## config.mk

```make
export PLATFORM = sky130hd
export DESIGN_NAME = rstint_top
export DESIGN_NICKNAME = d
export VERILOG_FILES = /design/src/rstint_pkg.sv /design/src/rstint_prio.sv /design/src/rstint_top.sv
export SDC_FILE = /design/constraint.sdc
export NUM_CORES = 1
export LEC_CHECK = 0
export ABC_AREA = 1
export BUFFER_PORTS_ARGS = -buffer_cell sky130_fd_sc_hd__buf_2
export CAP_MARGIN = 20
export CELL_PAD_IN_SITES_DETAIL_PLACEMENT = 1
export CELL_PAD_IN_SITES_GLOBAL_PLACEMENT = 2
export CORE_ASPECT_RATIO = 0.6
export CORE_UTILIZATION = 25
export CTS_CLUSTER_SIZE = 16
export DETAILED_ROUTE_END_ITERATION = 8
export GPL_ROUTABILITY_DRIVEN = 1
export PLACE_DENSITY_LB_ADDON = 0.05
export SLEW_MARGIN = 10
export SYNTH_ARGS = -nofsm -noshare
export SYNTH_HDL_FRONTEND = slang
export SYNTH_SLANG_ARGS = --single-unit
```

## constraint.sdc

```tcl
create_clock -name pclk -period 2.2 [get_ports pclk]
set_input_delay 0.22 -clock pclk [delete_from_list [all_inputs] [get_ports pclk]]
set_output_delay 0.22 -clock pclk [all_outputs]
set_load 0.005 [all_outputs]
```

## src/rstint_pkg.sv

```systemverilog
// constants, register map and carrier types of the reset and interrupt expansion block
package rstint_pkg;
   localparam int NUM_LINES = 6;
   localparam int NUM_SRC = 32;
   // register byte offsets
   localparam logic [7:0] OFS_PEND_LO = 8'h00;
   localparam logic [7:0] OFS_PEND_HI = 8'h04;
   localparam logic [7:0] OFS_EN_LO = 8'h08;
   localparam logic [7:0] OFS_EN_HI = 8'h0c;
   localparam logic [7:0] OFS_LINE_MASK = 8'h10;
   localparam logic [7:0] OFS_CTRL = 8'h14;
   localparam logic [7:0] OFS_SOFT = 8'h18;
   localparam logic [7:0] OFS_VEC = 8'h1c;
   localparam logic [7:0] OFS_IRQ_STAT = 8'h20;
   localparam logic [7:0] OFS_IRQ_MASK = 8'h24;
   // control register fields
   localparam int CTRL_GID_BIT = 0;
   localparam int CTRL_SERLO_BIT = 1;
   // soft instruction register fields
   localparam int SOFT_KIND_LSB = 8;
   localparam logic [1:0] KIND_SOFT_IRQ_INSTR = 2'h1;
   localparam logic [1:0] KIND_NMI = 2'h2;
   localparam logic [1:0] KIND_TRAP = 2'h3;
   localparam logic [7:0] VEC_RESET = 8'h00;
   localparam logic [7:0] VEC_TRAP = 8'h22;
   localparam logic [7:0] VEC_NMI = 8'h24;
   localparam logic [7:0] VEC_EMU = 8'h26;
   // source bit positions: group 0 in [15:0], group 1 in [31:16]
   localparam int SRC_PWR = 0;
   localparam int SRC_ADC = 1;
   localparam int SRC_EXTA = 2;
   localparam int SRC_EXTB = 3;
   localparam int SRC_RX_HI = 5;
   localparam int SRC_TX_HI = 6;
   localparam int SRC_CAP = 20;
   localparam int SRC_RX_LO = 24;
   localparam int SRC_TX_LO = 25;
   // group membership of each core line, line one at index 0
   localparam logic [NUM_LINES-1:0][31:0] LINE_MEMBERS = {
      32'h0000_0000, 32'h0300_0000, 32'h0010_0000,
      32'h0000_0000, 32'h0000_0000, 32'h0000_006f};
   // interrupt status events
   localparam int EV_PIN_RST = 0;
   localparam int EV_WD_RST = 1;
   localparam int EV_SOFT = 2;
   localparam int EV_ACK = 3;
   localparam int NUM_EV = 4;
   localparam logic [31:0] RST_ZERO = 32'h0000_0000;
   localparam logic [15:0] CODE_NONE = 16'h0000;
   localparam logic [NUM_LINES-1:0] LINES_OFF = 6'h00;

   // source vector code for each pending bit
   function automatic logic [15:0] code_of(input logic [4:0] idx);
      logic [15:0] c;
      c = CODE_NONE;
      case (idx)
         5'h00: c = 16'h0020;
         5'h01: c = 16'h0004;
         5'h02: c = 16'h0001;
         5'h03: c = 16'h0011;
         5'h05: c = 16'h0006;
         5'h06: c = 16'h0007;
         5'h14: c = 16'h0033;
         5'h18: c = 16'h0006;
         5'h19: c = 16'h0007;
         default: c = CODE_NONE;
      endcase
      return c;
   endfunction

   typedef struct packed {
      logic valid;
      logic [2:0] line;
   } rstint_ack_t;

   typedef struct packed {
      logic valid;
      logic [7:0] vector;
   } rstint_branch_t;
endpackage

```

## src/rstint_prio.sv

```systemverilog
// lowest-index-first priority pick over the candidate source bits
`timescale 1ns/1ps
module rstint_prio (
   input wire logic [31:0] cand,
   output logic found,
   output logic [4:0] idx
);
   logic [31:0] hit;
   // one-hot of the first set bit, bit 0 wins
   genvar g;
   generate
      for (g = 0; g < 32; g++) begin : g_hit
         if (g == 0) begin : g_first
            assign hit[g] = cand[g];
         end else begin : g_rest
            assign hit[g] = cand[g] & ~(|cand[g-1:0]);
         end
      end
   endgenerate
   // encode the one-hot
   always_comb begin
      idx = 5'h00;
      for (int i = 0; i < 32; i++) begin
         if (hit[i]) begin
            idx = 5'(i);
         end
      end
   end
   assign found = |cand;
endmodule

```

## src/rstint_top.sv

```systemverilog
// reset and interrupt expansion block with APB register access
//
// The implementer's own choices: the register offsets and the APB slave port.
`timescale 1ns/1ps
module rstint_top (
   input wire logic pclk,
   input wire logic presetn,
   input wire logic psel,
   input wire logic penable,
   input wire logic pwrite,
   input wire logic [31:0] paddr,
   input wire logic [31:0] pwdata,
   output logic [31:0] prdata,
   output logic pready,
   output logic pslverr,
   input wire logic rst_pin_n,
   input wire logic wdog_timeout,
   input wire logic power_protect_irq,
   input wire logic ext_irq_a,
   input wire logic ext_irq_b,
   input wire logic converter_irq,
   input wire logic serial_rx_irq,
   input wire logic serial_tx_irq,
   input wire logic capture_irq,
   input rstint_pkg::rstint_ack_t core_ack,
   output logic [rstint_pkg::NUM_LINES-1:0] core_line,
   output logic [15:0] source_vector_code,
   output rstint_pkg::rstint_branch_t branch,
   output logic sys_reset,
   output logic global_irq_disable,
   output logic irq
);
   import rstint_pkg::*;

   logic [31:0] pend_q, en_q;
   logic [NUM_LINES-1:0] core_line_mask_q, line_q;
   logic gid_q, serlo_q, rst_q, irq_q, pready_q, pslverr_q;
   logic [31:0] prdata_q;
   logic [15:0] code_q;
   rstint_branch_t branch_q;
   logic [NUM_EV-1:0] ev_stat_q, ev_mask_q, ev_set;
   logic [31:0] req, cand, ack_clr;
   logic rst_src, wr, rd_setup, mapped, ack_found;
   logic [4:0] ack_idx;
   logic [1:0] soft_kind;

   // either reset source gives the same reset
   assign rst_src = ~rst_pin_n | wdog_timeout;

   // bus strobes: write lands on the access edge where pready is seen
   assign wr = psel & penable & pwrite & pready_q & mapped;
   assign rd_setup = psel & ~penable;
   assign soft_kind = pwdata[SOFT_KIND_LSB +: 2];
   always_comb begin
      mapped = 1'b1;
      unique case (paddr[7:0])
         OFS_PEND_LO, OFS_PEND_HI, OFS_EN_LO, OFS_EN_HI, OFS_LINE_MASK,
         OFS_CTRL, OFS_SOFT, OFS_VEC, OFS_IRQ_STAT, OFS_IRQ_MASK: mapped = 1'b1;
         default: mapped = 1'b0;
      endcase
      if (paddr[31:8] != 24'h000000) begin
         mapped = 1'b0;
      end
   end

   // route requests; serial lands in group 0 or group 1 by mode
   always_comb begin
      req = RST_ZERO;
      req[SRC_PWR] = power_protect_irq;
      req[SRC_ADC] = converter_irq;
      req[SRC_EXTA] = ext_irq_a;
      req[SRC_EXTB] = ext_irq_b;
      req[SRC_RX_HI] = serial_rx_irq & ~serlo_q;
      req[SRC_TX_HI] = serial_tx_irq & ~serlo_q;
      req[SRC_RX_LO] = serial_rx_irq & serlo_q;
      req[SRC_TX_LO] = serial_tx_irq & serlo_q;
      req[SRC_CAP] = capture_irq;
   end

   // candidates of the acknowledged line's group; a line past the last selects none
   assign cand = (core_ack.line < 3'(NUM_LINES)) ? (pend_q & en_q & LINE_MEMBERS[core_ack.line])
                 : RST_ZERO;
   rstint_prio u_prio (
      .cand(cand),
      .found(ack_found),
      .idx(ack_idx)
   );
   assign ack_clr = (core_ack.valid && core_ack.line < 3'(NUM_LINES) && ack_found) ?
                    (32'h0000_0001 << ack_idx) : RST_ZERO;

   // pending flags: request sets, ack or write-one clears, set wins
   genvar b;
   generate
      for (b = 0; b < NUM_SRC; b++) begin : g_pend
         always_ff @(posedge pclk or negedge presetn) begin
            if (!presetn) begin
               pend_q[b] <= 1'b0;
            end else if (rst_src) begin
               pend_q[b] <= 1'b0;
            end else if (req[b]) begin
               pend_q[b] <= 1'b1;
            end else if (ack_clr[b]) begin
               pend_q[b] <= 1'b0;
            end else if (wr && ((b < 16 && paddr[7:0] == OFS_PEND_LO && pwdata[b % 16]) ||
                                (b >= 16 && paddr[7:0] == OFS_PEND_HI && pwdata[b % 16]))) begin
               pend_q[b] <= 1'b0;
            end
         end
      end
   endgenerate

   // source enables and core line mask: all off after any reset
   always_ff @(posedge pclk or negedge presetn) begin
      if (!presetn) begin
         en_q <= RST_ZERO;
         core_line_mask_q <= LINES_OFF;
      end else if (rst_src) begin
         en_q <= RST_ZERO;
         core_line_mask_q <= LINES_OFF;
      end else if (wr) begin
         if (paddr[7:0] == OFS_EN_LO) begin
            en_q[15:0] <= pwdata[15:0];
         end
         if (paddr[7:0] == OFS_EN_HI) begin
            en_q[31:16] <= pwdata[15:0];
         end
         if (paddr[7:0] == OFS_LINE_MASK) begin
            core_line_mask_q <= pwdata[NUM_LINES-1:0];
         end
      end
   end

   // control bits and soft instructions
   always_ff @(posedge pclk or negedge presetn) begin
      if (!presetn) begin
         gid_q <= 1'b1;
         serlo_q <= 1'b0;
         branch_q <= '0;
      end else if (rst_src) begin
         gid_q <= 1'b1;
         serlo_q <= 1'b0;
         branch_q <= '0;
      end else begin
         branch_q.valid <= 1'b0;
         if (wr && paddr[7:0] == OFS_CTRL) begin
            gid_q <= pwdata[CTRL_GID_BIT];
            serlo_q <= pwdata[CTRL_SERLO_BIT];
         end
         if (wr && paddr[7:0] == OFS_SOFT) begin
            unique case (soft_kind)
               KIND_SOFT_IRQ_INSTR: begin
                  branch_q.valid <= 1'b1;
                  branch_q.vector <= pwdata[7:0];
                  gid_q <= 1'b1;
               end
               KIND_NMI: begin
                  branch_q.valid <= 1'b1;
                  branch_q.vector <= VEC_NMI;
                  gid_q <= 1'b1;
               end
               KIND_TRAP: begin
                  branch_q.valid <= 1'b1;
                  branch_q.vector <= VEC_TRAP;
               end
               default: branch_q.valid <= 1'b0;
            endcase
         end
      end
   end

   // core lines: group has a pending, enabled, unmasked source
   always_ff @(posedge pclk or negedge presetn) begin
      if (!presetn) begin
         line_q <= LINES_OFF;
      end else if (rst_src) begin
         line_q <= LINES_OFF;
      end else begin
         for (int l = 0; l < NUM_LINES; l++) begin
            line_q[l] <= |(pend_q & en_q & LINE_MEMBERS[l]) & core_line_mask_q[l];
         end
      end
   end

   // vector code presented on acknowledge
   always_ff @(posedge pclk or negedge presetn) begin
      if (!presetn) begin
         code_q <= CODE_NONE;
      end else if (rst_src) begin
         code_q <= CODE_NONE;
      end else if (core_ack.valid) begin
         code_q <= ack_found ? code_of(ack_idx) : CODE_NONE;
      end
   end

   // reset output: follows the sources one clock later, vector 0000h outside arbitration
   always_ff @(posedge pclk or negedge presetn) begin
      if (!presetn) begin
         rst_q <= 1'b1;
      end else begin
         rst_q <= rst_src;
      end
   end

   // sticky events, write one to clear, set wins
   always_comb begin
      ev_set = '0;
      ev_set[EV_PIN_RST] = ~rst_pin_n;
      ev_set[EV_WD_RST] = wdog_timeout;
      ev_set[EV_SOFT] = branch_q.valid;
      ev_set[EV_ACK] = core_ack.valid & ack_found;
   end
   always_ff @(posedge pclk or negedge presetn) begin
      if (!presetn) begin
         ev_stat_q <= '0;
         ev_mask_q <= '0;
      end else begin
         if (wr && paddr[7:0] == OFS_IRQ_STAT) begin
            ev_stat_q <= (ev_stat_q & ~pwdata[NUM_EV-1:0]) | ev_set;
         end else begin
            ev_stat_q <= ev_stat_q | ev_set;
         end
         if (wr && paddr[7:0] == OFS_IRQ_MASK) begin
            ev_mask_q <= pwdata[NUM_EV-1:0];
         end
      end
   end
   always_ff @(posedge pclk or negedge presetn) begin
      if (!presetn) begin
         irq_q <= 1'b0;
      end else begin
         irq_q <= |(ev_stat_q & ev_mask_q);
      end
   end

   // apb answer: no wait states, data captured in setup
   always_ff @(posedge pclk or negedge presetn) begin
      if (!presetn) begin
         pready_q <= 1'b0;
         pslverr_q <= 1'b0;
         prdata_q <= RST_ZERO;
      end else begin
         pready_q <= rd_setup;
         pslverr_q <= rd_setup & ~mapped;
         if (rd_setup) begin
            prdata_q <= RST_ZERO;
            unique case (paddr[7:0])
               OFS_PEND_LO: prdata_q[15:0] <= pend_q[15:0];
               OFS_PEND_HI: prdata_q[15:0] <= pend_q[31:16];
               OFS_EN_LO: prdata_q[15:0] <= en_q[15:0];
               OFS_EN_HI: prdata_q[15:0] <= en_q[31:16];
               OFS_LINE_MASK: prdata_q[NUM_LINES-1:0] <= core_line_mask_q;
               OFS_CTRL: prdata_q[1:0] <= {serlo_q, gid_q};
               OFS_VEC: prdata_q[15:0] <= code_q;
               OFS_IRQ_STAT: prdata_q[NUM_EV-1:0] <= ev_stat_q;
               OFS_IRQ_MASK: prdata_q[NUM_EV-1:0] <= ev_mask_q;
               default: prdata_q <= RST_ZERO;
            endcase
         end
      end
   end

   assign prdata = prdata_q;
   assign pready = pready_q;
   assign pslverr = pslverr_q;
   assign core_line = line_q;
   assign source_vector_code = code_q;
   assign branch = branch_q;
   assign sys_reset = rst_q;
   assign global_irq_disable = gid_q;
   assign irq = irq_q;
endmodule

```

==> results of run 1 <==
critical path, cell delays in order, from the launching register on:
cell and delay (ps):
dfrtp_2 410, nand2_2 70, nand2_1 80, nor2_1 60
nor2_2 140, nor2_1 70, a311oi_2 250, nand2_2 110
buf_4 140, ha_1 220, nand2_1 120, o21ai_0 100
nand2_1 70, nand2_1 50
power by group:
part	internal (W)	switching (W)	total, W
logic	0.0000924	0.000212	0.000304
registers	0.00174	0.00000619	0.00174
clock network	0.000881	0.000729	0.00161
cell type report:
class / instances / area share [%]
Antenna cell: 1 / 0.0383
Multi-Input combinational cell: 557 / 38.6
Timing Repair Buffer: 131 / 11.6
Sequential cell: 94 / 36.1
Tap cell: 273 / 5.23
Clock buffer: 10 / 3.51
Inverter: 70 / 4.03
Clock inverter: 5 / 0.920
cells in the final DEF (no fill, tap or decap), types with 2 or more instances in the layout:
master,count
nor2_1,76
nor2_2,11
nor3_2,2
inv_1,64
nor2_8,2
nor3_1,6
nand2_2,4
conb_1,30
clkbuf_16,9
o21ai_1,8
a22o_1,7
inv_2,4
nand2_1,303
buf_2,102
nor2_4,4
dfrtp_1,91
nand3_1,33
buf_12,2
dfstp_2,2
buf_4,26
ha_1,6
a21oi_1,8
clkinv_1,2
o21ai_0,24
nand4_1,18
cells by family (layout without fill, tap and decap cells):
logic type               count (synthesis)  after routing  share of synthesized area, %
AO/OA/AOI/OAI                           53             53                          5.77
AND/OR/NAND/NOR                        467            467                          37.2
other                                    1             31                        0.0709
flip-flops                              94             94                          44.5
adder cells (fa/ha/maj)                  7              7                          1.65
buffers and inverters                  115            216                          10.8
flip-flops by register name, summed over array words and instances, names as in the netlist:
name / flops
core_line_mask_q: 6
serlo_q: 1
pready: 1
ev_mask_q: 4
ev_stat_q: 4
branch: 9
pslverr: 1
core_line: 3
global_irq_disable: 1
sys_reset: 1
pend_q: 9
en_q: 32
prdata: 16
source_vector_code: 5
irq: 1
worst paths after layout:
check                      startpoint                     to  cells after the start
setup / recovery              en_q[3]  source_vector_code[4]                     13
hold / removal              rst_pin_n           ev_stat_q[0]                      2
setup reg to reg              en_q[3]  source_vector_code[4]                     13
hold reg to reg            prdata[13]             prdata[13]                      2
max in group asynchronous     presetn     global_irq_disable                      3
min in group asynchronous     presetn                    irq                      2
through the flow:
| step | power (W) | setup slack [ps] | util (%) | hold WS, ps | area, sq um |
|---|---|---|---|---|---|
| after floorplan | 0.00194 | 399 | - | -75.6 | 5400 |
| after global placement | 0.00208 | 79.5 | 30.3 | 36.2 | 6170 |
| after detailed placement | 0.00209 | 64.4 | 30.3 | 36.5 | 6170 |
| after CTS | 0.00373 | 37.7 | 31.7 | 14.4 | 6460 |
| after global routing | 0.00380 | 15.1 | 32.0 | 32.2 | 6530 |
| final | 0.00366 | 196 | 32.0 | 30.9 | 6530 |
what timing repair did:
| action | 4_1_cts | 5_1_grt |
|---|---|---|
| gates resized for setup | 0 | 13 |
| hold buffers | 1 | 0 |
| setup endpoints to repair | 0 | 9 |
| setup buffers | 0 | 2 |
| hold endpoints to repair | 60 | 0 |
per-layer routing:
layer  GRT usage [%]  up-vias  share of wire (%)
met5               0        -                  0
met4            4.46        0               0.89
met3            3.95       13                7.2
met2            27.5      123                 39
met1            30.7     2417                 53
li1                -     2497                  -
==> results.cfg, run 1 <==
[routing]
drtAntennaViolNets = 0
routed_via_density = 4.43
drc_errors = 0
drt_pass1_iterations = 5
vias = 5050
post_drt_wl_per_cell_microns = 17.8
dr.first_iter.drc_count = 242
route.final.wire_length_microns = 20300

[floorplanning]
placementRows = 40
die_area_sq_mm = 0.0218
start_util_pct = 26.0
die_x_microns = 190
die_h_microns = 115
fp.coreArea_sq_mm = 0.0204
ios = 150

[timing]
slew_viol_final = 0
finalSetupViolCount = 0
rsz0062_at_grt = false
max_clock_freq_mhz = 499
fin_tns_setup_ps = 0
period_minus_slack_ps = 2000
hold_violations = 0
skew_ps = 8.20
max_slew_margin_pct = 66.6
worstMarginPinSlew_ps = 500
fin_crit_sh_pct = 91.1

[grt]
track_usage_pct = 19.8
first_global_vias = 5358
antenna_found_initial = 1
grt_start_max_net_pins = 58
globalRoute.totalOverflow = 0
grt_pass1_wl_microns = 31600

[pwr]
leakage_nw = 3.69
power_density_mw_per_mm2 = 561
ir_worst_vdd_mv = 0.376

[yosys]
ys_warn_count = 0
avgSynthCellArea_sq_um = 7.18
synth_flop_cell = dfrtp_1
synth_largest_area_cell = dfrtp_1
synth-edff-count = 0
ys_ff_latch = 94
yosysTopAreaCellShare_pct = 43.5
postSynthCellCount = 737
synth.most_common_cell = nand2_1
async_flop_share_pct = 100
seq_area_frac_synth_pct = 44.5
syn_area_sq_mm = 0.00529
yosysUniqueCellTypes = 38
synth_commonest_cells = nand2_1, dfrtp_1, nor2_1
yosys-top-cells-area = dfrtp_1, nand2_1, nor2_1

[setup_path]
ff2ff_setup_slack_ps = 200
start_kind = flip-flop
cp.arrival_ps = 2260
critPathKind = reg2reg
crit_required_ps = 2450
end_kind = flip-flop
crit_fanout = 3

[clocking]
cts_buffer_depth = 2
cts_tree = built
cts_buffers = 9
clkTransAtPathRegs_ps = 70
clk_latency_ps = 350
cts_root_buffer = clkbuf_16
ctsHtreeMaxLevel = 3
clock_sinks = 94

[layout]
regArea_sq_mm = 0.00236
multi_input_area_sq_mm = 0.00252
drive_above_1_share_pct = 20.6
layout.cells.non_filler = 1141
nNetsFinal = 952
nFillCells = 2551
area_delta_synth_final_pct = 23.3

[min_path]
hold_class = in2reg

[placement]
numPortBuffers = 103
dp_hpwl_microns = 16200
globalplace.congestion = 0.821
place_inst = 1122

[status]
status = complete, no violations

[flow_run]
max-cap-violations = 0
Power figures use the tool's default switching activity.
==> run 2: changes to the inputs <==
- REMOVE_ABC_BUFFERS: default -> 1
- SKIP_LAST_GASP: default -> 1
- clock period: 2.2 -> 2.4 ns (I/O delays scaled with it)
==> results.cfg, run 2 (same netlist as run 1, synthesis figures left out) <==
[status]
status = complete, no violations

[floorplanning]
die_h_microns = 115
die_area_sq_mm = 0.0218
fp.coreArea_sq_mm = 0.0204
ios = 150
die_x_microns = 190
start_util_pct = 26.0
placementRows = 40

[grt]
grt_pass1_wl_microns = 31100
track_usage_pct = 19.5
grt_start_max_net_pins = 44
first_global_vias = 5313
antenna_found_initial = 0
globalRoute.totalOverflow = 0

[setup_path]
start_kind = flip-flop
cp_slowest_cell = dfrtp_1
end_kind = flip-flop
critPathKind = reg2reg
cp.arrival_ps = 2460
crit_required_ps = 2640
cp_common_cell = nand2_1
critPathMaxStageDelay_ps = 410
crit_fanout = 4
crit_chain = nand2_1, inv_1, nand2_1, nand2_1, nor2_1, nand3_1, nand2_1, inv_1, ha_1, nor2_1, nor3b_1, o21ai_0

[timing]
fin_tns_setup_ps = 0
period_minus_slack_ps = 2220
finalSetupViolCount = 0
fin_crit_sh_pct = 92.4
hold_violations = 0
slew_viol_final = 0
rsz0062_at_grt = false
worstMarginPinSlew_ps = 519
max_slew_margin_pct = 65.2
skew_ps = 9.19
max_clock_freq_mhz = 451

[pwr]
leakage_nw = 3.60
ir_worst_vdd_mv = 0.348
power_density_mw_per_mm2 = 515

[layout]
nFillCells = 2571
largest_register_ffs = 32
final_cell_mix = nand2_1, buf_2, dfrtp_1
fin_util_pct = 31.2
multi_input_area_sq_mm = 0.00248
max_flop_register = en_q
area_delta_synth_final_pct = 20.1
nNetsFinal = 937
final_common_cell = nand2_1
drive_above_1_share_pct = 17.9
diodes = 0
regArea_sq_mm = 0.00236

[placement]
numPortBuffers = 103
dp_hpwl_microns = 15700
globalplace.congestion = 0.841

[clocking]
ctsHtreeMaxLevel = 3
cts_root_buffer = clkbuf_16
cts_tree = built
clkTransAtPathRegs_ps = 70
cts_buffers = 9
clock_sinks = 94
clk_latency_ps = 360
postCtsSetupBuffers = 0
cts_buffer_depth = 2

[flow_run]
max-cap-violations = 0

[routing]
route.final.wire_length_microns = 19900
post_drt_wl_per_cell_microns = 17.7
vias = 5010
drt_pass1_iterations = 4
dr.first_iter.drc_count = 257
drc_errors = 0
routed_via_density = 4.45
drtAntennaViolNets = 0

[min_path]
hold_class = in2reg
## run 2: changes by cell type in the layout (fill, tap and decap cells not counted), sizes merged
cell / delta
buf: -15
clkbuf: +4
bufinv: -1
clkinvlp: -1
diode: -1
inv: -1
## run 2: report_power, final
part	internal [W]	switching (W)	total (W)	leakage [nW]
logic	0.0000806	0.000197	0.000278	2.18
registers	0.00159	0.00000627	0.00160	1.28
clock network	0.000759	0.000634	0.00139	0.137
## run 2: per-stage QoR
stage | std cells | worst slack [ps] | hold slack [ps] | power, W | area, sq um
2_1_floorplan | 721 | 471 | -55.6 | 0.00173 | 5090
3_3_place_gp | 1109 | 160 | 209 | 0.00191 | 6070
3_5_place_dp | 1109 | 122 | 212 | 0.00191 | 6070
4_1_cts | 1126 | 101 | 60.2 | 0.00333 | 6350
5_1_grt | 1126 | 27.1 | 64.4 | 0.00342 | 6360
6_report | 1126 | 183 | 80.2 | 0.00327 | 6360
## run 2: final cells by class
cell class                 instances  area share, %
multi-input combinational        557           39.0
sequential                        94           37.1
timing repair buffer             116           10.1
tap                              273           5.37
clock buffer                      14           4.15
inverter                          70           4.13
clock inverter                     2          0.157
## run 2: path summary, 6_finish.rpt
check / start / to / slack, ps / cells past startpoint
worst max-delay path: en_q[20] / source_vector_code[2] / 180 / 12
worst min-delay path: rst_pin_n / ev_stat_q[0] / 80 / 2
worst max register to register: en_q[20] / source_vector_code[2] / 180 / 12
worst min register to register: prdata[14] / prdata[14] / 470 / 2
max in group asynchronous: presetn / sys_reset / 1360 / 3
min in group asynchronous: presetn / irq / 360 / 2
## run 2: critical path, delay by kind of cell, from the launching register on
kind | cells | cell delay (ps)
flops | 1 | 410
fa+ha+maj | 1 | 300
compound gates | 1 | 100
simple gates | 8 | 1100
buf+inv | 2 | 190
## run 2: timing repair
| action | CTS | global route |
|---|---|---|
| hold buffers | 1 | 0 |
| resized for setup | 0 | 2 |
| endpoints found under the hold margin | 29 | 0 |
| setup endpoints to repair | 0 | 4 |
## run 2: per-layer routing
metal  part of all wire [%]  GRT usage [%]
met1                     53           30.2
met2                     40           27.8
met3                    6.0           3.31
met4                   0.81           4.09
met5                      0              0
